$ cat config.mk
export PLATFORM = sky130hd
export DESIGN_NAME = esw_serial_port
export DESIGN_NICKNAME = d
export VERILOG_FILES = /design/src/hdl/esw_sync.v /design/src/hdl/esw_serial_port.v
export VERILOG_INCLUDE_DIRS = /design/src /design/src/include
export SDC_FILE = /design/constraint.sdc
export NUM_CORES = 1
export LEC_CHECK = 0
export BUFFER_PORTS_ARGS = -buffer_cell sky130_fd_sc_hd__buf_2
export CORE_UTILIZATION = 50
export DETAILED_ROUTE_END_ITERATION = 8
export GPL_TIMING_DRIVEN = 0
export PLACE_DENSITY = 0.83
export SLEW_MARGIN = 20
export SYNTH_ARGS = -nofsm -noshare
export SYNTH_HDL_FRONTEND = slang
export SYNTH_SLANG_ARGS = --single-unit
$ cat constraint.sdc
create_clock -name clk -period 1.9 [get_ports clk]
set_input_delay 0.38 -clock clk [delete_from_list [all_inputs] [get_ports clk]]
set_output_delay 0.38 -clock clk [all_outputs]
set_load 0.03 [all_outputs]
$ cat src/include/esw_defs.vh
// constants for the serial write port
`ifndef ESW_DEFS_VH
`define ESW_DEFS_VH
`define ESW_SYNC_STAGES 2
`define ESW_BITS_4W 4'h8
`define ESW_BITS_3W 4'h9
`define ESW_CNT_W 4
`define ESW_KIND_CMD 1'b0
`define ESW_KIND_DATA 1'b1
`define ESW_FOSC_KHZ 1000
`define ESW_CLK_MHZ 100
`define ESW_SCLK_MIN_NS 250
// clock edges the strap synchroniser needs before its output is the pin's level
`define ESW_STRAP_WAIT 2'h2
`endif

$ cat src/hdl/esw_sync.v
// two-flop synchroniser for one level from outside the clock domain
module esw_sync (
  // clock and reset
  input wire clk,
  input wire rst_n,
  // level in and out
  input wire d,
  output wire q
);
  reg meta_q;
  reg sync_q;

  always @(posedge clk or negedge rst_n)
  begin
    if (!rst_n)
    begin
      meta_q <= 1'b0;
      sync_q <= 1'b0;
    end
    else
    begin
      meta_q <= d;
      sync_q <= meta_q;
    end
  end

  assign q = sync_q;
endmodule

$ cat src/hdl/esw_serial_port.v
// write-only serial host port, 4-wire and 3-wire modes
// Notes on behaviour
// - the wire count is fixed by the static strap level and only 4-wire or 3-wire exists.
// - strap low selects 4-wire with 8-bit bytes, strap high selects 3-wire with 9-bit frames.
// - in 3-wire mode the byte-kind pin is ignored and the host holds it low.
// - the clock pin is the shift clock and the data pin is the serial input in both modes.
// - bits are taken only while the active-low select is low for the whole transfer.
// - in 4-wire mode input shifts in on each rising shift-clock edge, bit 7 first.
// - in 4-wire mode the kind pin is sampled on the eighth clock and the byte goes out then.
// - kind high means data and kind low means command.
// - the port only accepts writes and has no readback path.
// - a 3-wire frame is the kind bit then bits 7 to 0, written out on the ninth clock.
// - in 3-wire mode a leading 1 routes to display RAM and a leading 0 to commands.
`include "esw_defs.vh"
module esw_serial_port (
  // clock and reset
  input wire clk,
  input wire rst_n,
  // strap
  input wire wire_count_strap,
  // serial pins from the host
  input wire unit_select_low_n,
  input wire serial_clk,
  input wire serial_in_line,
  input wire byte_kind,
  // byte outputs
  output reg [7:0] byte_q,
  output reg ram_write_q,
  output reg cmd_write_q,
  output wire three_wire_mode
);
  // synchronised pin levels
  wire sel_s;
  wire sclk_s;
  wire serial_in_line_s;
  wire kind_s;
  wire strap_s;
  // shift-clock edge finder
  reg sclk_prev_q;
  wire rise;
  wire take;
  // strap capture
  reg [1:0] settle_q;
  reg [1:0] settle_d;
  reg strap_taken_q;
  reg strap_taken_d;
  reg mode3_q;
  reg mode3_d;
  // frame assembly
  reg [7:0] shift_q;
  reg [7:0] shift_d;
  reg kind3_q;
  reg kind3_d;
  reg [3:0] cnt_q;
  reg [3:0] cnt_d;
  wire [3:0] last_bit;
  wire lead_bit;
  wire frame_end;
  wire kind_now;
  // byte hand-off
  reg [7:0] byte_d;
  reg ram_write_d;
  reg cmd_write_d;

  // count sits on the leading kind bit of a 3-wire frame
  function kind_slot;
    input three;
    input [3:0] cnt;
    begin
      kind_slot = three & (cnt == 4'h0);
    end
  endfunction

  // the next accepted bit completes the frame
  function last_slot;
    input [3:0] cnt;
    input [3:0] last;
    begin
      last_slot = ((cnt + 4'h1) == last);
    end
  endfunction

  // bit count after one accepted bit, back to zero at the frame's end
  function [3:0] next_count;
    input [3:0] cnt;
    input [3:0] last;
    begin
      if (last_slot(cnt, last))
        next_count = 4'h0;
      else
        next_count = cnt + 4'h1;
    end
  endfunction

  // all host pins are asynchronous to clk; select is inverted on the way in
  // so that the synchroniser's reset value reads as deselected
  esw_sync u_sel (.clk(clk), .rst_n(rst_n), .d(~unit_select_low_n), .q(sel_s));
  esw_sync u_clk (.clk(clk), .rst_n(rst_n), .d(serial_clk), .q(sclk_s));
  esw_sync u_din (.clk(clk), .rst_n(rst_n), .d(serial_in_line), .q(serial_in_line_s));
  esw_sync u_kind (.clk(clk), .rst_n(rst_n), .d(byte_kind), .q(kind_s));
  esw_sync u_strap (.clk(clk), .rst_n(rst_n), .d(wire_count_strap), .q(strap_s));

  // data path shares the sync delay with the clock, so sampling stays aligned
  assign rise = sclk_s & ~sclk_prev_q;
  assign take = sel_s & rise;
  assign last_bit = mode3_q ? `ESW_BITS_3W : `ESW_BITS_4W;
  assign lead_bit = kind_slot(mode3_q, cnt_q);
  assign frame_end = take & last_slot(cnt_q, last_bit);
  // 3-wire takes kind from the frame's first bit, the pin is not looked at
  assign kind_now = mode3_q ? kind3_q : kind_s;
  assign three_wire_mode = mode3_q;

  // strap is read once, after the synchroniser has flushed its reset zeros;
  // a strap moved later is ignored until the next reset
  always @*
  begin
    settle_d = settle_q;
    strap_taken_d = strap_taken_q;
    mode3_d = mode3_q;
    if (settle_q != `ESW_STRAP_WAIT)
      settle_d = settle_q + 2'h1;
    else if (!strap_taken_q)
    begin
      mode3_d = strap_s;
      strap_taken_d = 1'b1;
    end
  end

  always @(posedge clk or negedge rst_n)
  begin
    if (!rst_n)
    begin
      settle_q <= 2'h0;
      strap_taken_q <= 1'b0;
      mode3_q <= 1'b0;
    end
    else
    begin
      settle_q <= settle_d;
      strap_taken_q <= strap_taken_d;
      mode3_q <= mode3_d;
    end
  end

  // previous level resets low, the idle level of the shift clock
  always @(posedge clk or negedge rst_n)
  begin
    if (!rst_n)
      sclk_prev_q <= 1'b0;
    else
      sclk_prev_q <= sclk_s;
  end

  // bits count only while selected; a release drops a partial frame
  always @*
  begin
    shift_d = shift_q;
    kind3_d = kind3_q;
    cnt_d = cnt_q;
    if (!sel_s)
      cnt_d = 4'h0;
    else if (rise)
    begin
      if (lead_bit)
        kind3_d = serial_in_line_s;
      else
        shift_d = {shift_q[6:0], serial_in_line_s};
      cnt_d = next_count(cnt_q, last_bit);
    end
  end

  always @(posedge clk or negedge rst_n)
  begin
    if (!rst_n)
    begin
      shift_q <= 8'h00;
      kind3_q <= 1'b0;
      cnt_q <= 4'h0;
    end
    else
    begin
      shift_q <= shift_d;
      kind3_q <= kind3_d;
      cnt_q <= cnt_d;
    end
  end

  // write-only: the completed byte is only ever pushed out, never read back
  always @*
  begin
    byte_d = byte_q;
    ram_write_d = 1'b0;
    cmd_write_d = 1'b0;
    if (frame_end)
    begin
      byte_d = shift_d;
      ram_write_d = (kind_now == `ESW_KIND_DATA);
      cmd_write_d = (kind_now == `ESW_KIND_CMD);
    end
  end

  always @(posedge clk or negedge rst_n)
  begin
    if (!rst_n)
    begin
      byte_q <= 8'h00;
      ram_write_q <= 1'b0;
      cmd_write_q <= 1'b0;
    end
    else
    begin
      byte_q <= byte_d;
      ram_write_q <= ram_write_d;
      cmd_write_q <= cmd_write_d;
    end
  end
endmodule

==> key figures <==
Outcome
  – Run status: finished with violations
  – Failing checks: negative setup slack

Power
  – Highest ir drop seen on vdd: 909 uV
  – Pwr Total: 1.61 mW
  – Switch share: 22.7%
  – Power share of the combinational group: 9.6%
  – P_sw: 0.365 mW
  – Leak: 0.865 nW
  – PD cells: 935 nW/um^2
  – Register share of total power: 57.4%
  – Clk pwr share: 33.0%
  – Int Pwr: 1.24 mW

Placed design
  – I/O Buffers: 17
  – Dpl cell area: 1610 um^2
  – Post-DP HPWL: 1590 um
  – Placed cells: 147
  – Routability cong.: 0.779

Drt
  – Drt drc: 0
  – Drt first pass iters: 4
  – Routed Antenna Nets: 0
  – Detailed Route WL: 2240 um
  – Routed vias: 821
  – Wire length per cell: 14.2 um
  – Via-per-instance ratio: 5.20
  – Initial DRC count: 8

GRT
  – Largest net degree at the start of global routing: 39
  – Gr busiest metal: met2
  – Initial antenna violation count: 0
  – Met1 usage: 20.7%
  – Met2 Use GR: 27.7%
  – Global-route wire length before repair: 3980 um
  – GR Util All Layers: 17.8%
  – Vias in the first global route: 875
  – Met3 usage in global routing: 6.51%
  – Total grt overflow: 0

Clock tree
  – Total clock sinks: 38
  – Clk_lat worst skew: 340 ps
  – Clock Path Buffers: 2
  – CTS tree: built
  – Clock-pin slew on the worst setup and hold paths: 110 ps
  – CTS Hold Buffers Added: 0
  – CTS H-tree lvls: 2
  – CTS buffer count: 5
  – Root buf cell: clkbuf_4

Critical path
  – Startpoint types: flop
  – CP Class: reg2reg
  – CP Data Arrival Time: 2360 ps
  – Critical path required time: 2120 ps
  – Crit path max fanout: 5
  – Worst setup EP type: flop

Logic synthesis
  – Syn Nets: 109
  – Synth unique cells: 25
  – Synth Instances: 99
  – Synth Cell Area: 1470 um^2
  – Yosys warning total: 0
  – Post-synthesis register bit count: 38
  – Avg Cell Area, Syn: 14.9 um^2
  – Post-synthesis sequential area ratio: 64.6%

Cells and area
  – Layout cell share with drive strength beyond 1: 43.3%
  – Storage cell area: 951 um^2
  – Multi-input logic area: 510 um^2
  – Net count reported at finish: 136
  – Commonest non-fill, non-tap cells in the layout: 38 x dfrtp_1, 18 x buf_2, 10 x mux2_2
  – Final Instance Count excl. Fillers: 158
  – Final instance area: 1720 um^2
  – Commonest non-fill, non-tap cell in the layout: dfrtp_1
  – Layout fillers: 214
  – Layout area overhead: 17.0%
  – Number of diodes: 0

Die
  – Die area: 3160 um^2
  – Starting Density: 52.9%
  – Die extent in x: 56.2 um
  – Core box area: 2780 um^2
  – Row cnt: 19
  – I/O pin cnt: 18
  – Chip Height: 56.2 um

STA
  – Fin crit period: 2130 ps
  – Normalized max-slew margin: 47.9%
  – Final hold slack: 112 ps
  – Worst slew pin tran: 782 ps
  – Final Setup Violations: 10
  – Setup_tns: -1890 ps
  – FMAX: 0.469 GHz
  – RSZ-0062 raised after global routing: yes
  – Clk_skew: 8.50 ps
  – Final max-slew violation count: 0
  – Final Cycle Share: 112%
  – Setup WS post-layout: -233 ps
  – Final Hold Vio Count: 0

Run
  – Max-cap viol count: 0

Hold path
  – HP Class: in2async
Yosys cell counts:
cell      number  area (um^2)
mux2_4         8          120
mux2i_1        1         10.0
inv_1          5         18.8
nor2b_1        2         12.5
and2b_2        1         8.76
buf_2          1         5.00
o311a_2        1         11.3
ha_1           3         37.5
o311a_1        1         10.0
o21ai_0        2         10.0
buf_6          1         11.3
nand2b_1       1         6.26
xnor2_1        5         43.8
and2_1         2         12.5
or2_2          1         6.26
nand2_1        7         26.3
xor2_1         1         8.76
nor3_1         1         5.00
a21boi_0       2         15.0
or3_1          2         12.5
dfrtp_1       38          951
or4_1          1         7.51
nor2_1         1         3.75
nand3_1        1         5.00
mux2_2        10          113
cells by family (layout without fill, tap and decap cells):
| kind of cell | after synthesis | count (layout) | share of synthesized area (%) |
|---|---|---|---|
| DFF | 38 | 38 | 64.6 |
| and+or+nand+nor | 20 | 20 | 7.23 |
| muxes | 19 | 19 | 16.5 |
| buffers and inverters | 7 | 35 | 2.38 |
| AOI/OAI and AO/OA | 6 | 6 | 3.15 |
| xor gates and xnor gates | 6 | 6 | 3.57 |
| adders and majority gates | 3 | 3 | 2.55 |
final timing paths:
path	slack, ps	end	startpoint	cells after the start
max in group asynchronous	1290	byte_q[2]	rst_n	1
worst min-delay path	110	u_clk.meta_q	rst_n	1
worst min register to register	360	u_din.q	u_din.meta_q	0
worst max register to register	-230	byte_q[1]	cnt_q[1]	6
min in group clk	140	u_clk.meta_q	serial_clk	1
worst max-delay path	-230	byte_q[1]	cnt_q[1]	6
worst max-delay path: stages (launching register included):
cell,delay (ps)
dfrtp_1,440
ha_2,200
xor2_1,160
or3_4,380
or3_4,390
buf_6,150
mux2_4,300
flip-flops by register name, indices dropped and copies added, names as in the netlist, 2 cells and up:
signal / count
cnt_q: 4
settle_q: 2
shift_q: 8
byte_q: 8
timing repair:
action / in CTS / in global routing
cloned: 1 / 0
setup buffers: 2 / 0
endpoints found under the setup margin: 10 / 10
pin swaps: 0 / 0
resized for setup: 3 / 0
final cells by class:
cell class                 count  share of cell area [%]
sequential                    38                    55.2
multi-input combinational     54                    29.7
timing repair buffer          20                    6.25
clock buffer                   6                    2.40
tap                           31                    2.25
clock inverter                 2                    2.18
inverter                       5                    1.09
buffer                         2                   0.945
layer usage:
metal  vias up  routed length, um
li1        388                  -
met1       412                921
met2        14               1170
met3         7                 79
met4         0                 64
met5         -                  0
power groups by stage:
| stage | Clock, mW | Sequential [mW] | Combinational [mW] |
|---|---|---|---|
| 2_1_floorplan | 0 | 0.928 | 0.100 |
| 3_5_place_dp | 0 | 0.942 | 0.146 |
| 6_report | 0.530 | 0.924 | 0.155 |
| 4_1_cts | 0.550 | 0.926 | 0.160 |
| 3_3_place_gp | 0 | 0.934 | 0.133 |
| 5_1_grt | 0.585 | 0.935 | 0.171 |
metrics by stage:
stage	setup WS (ps)	util, %
finish	-233	61.9
global route	-270	61.9
detailed placement	-264	57.9
global placement	-231	57.9
floorplan	-152	-
CTS	-220	61.9
Power figures use the tool's default switching activity.
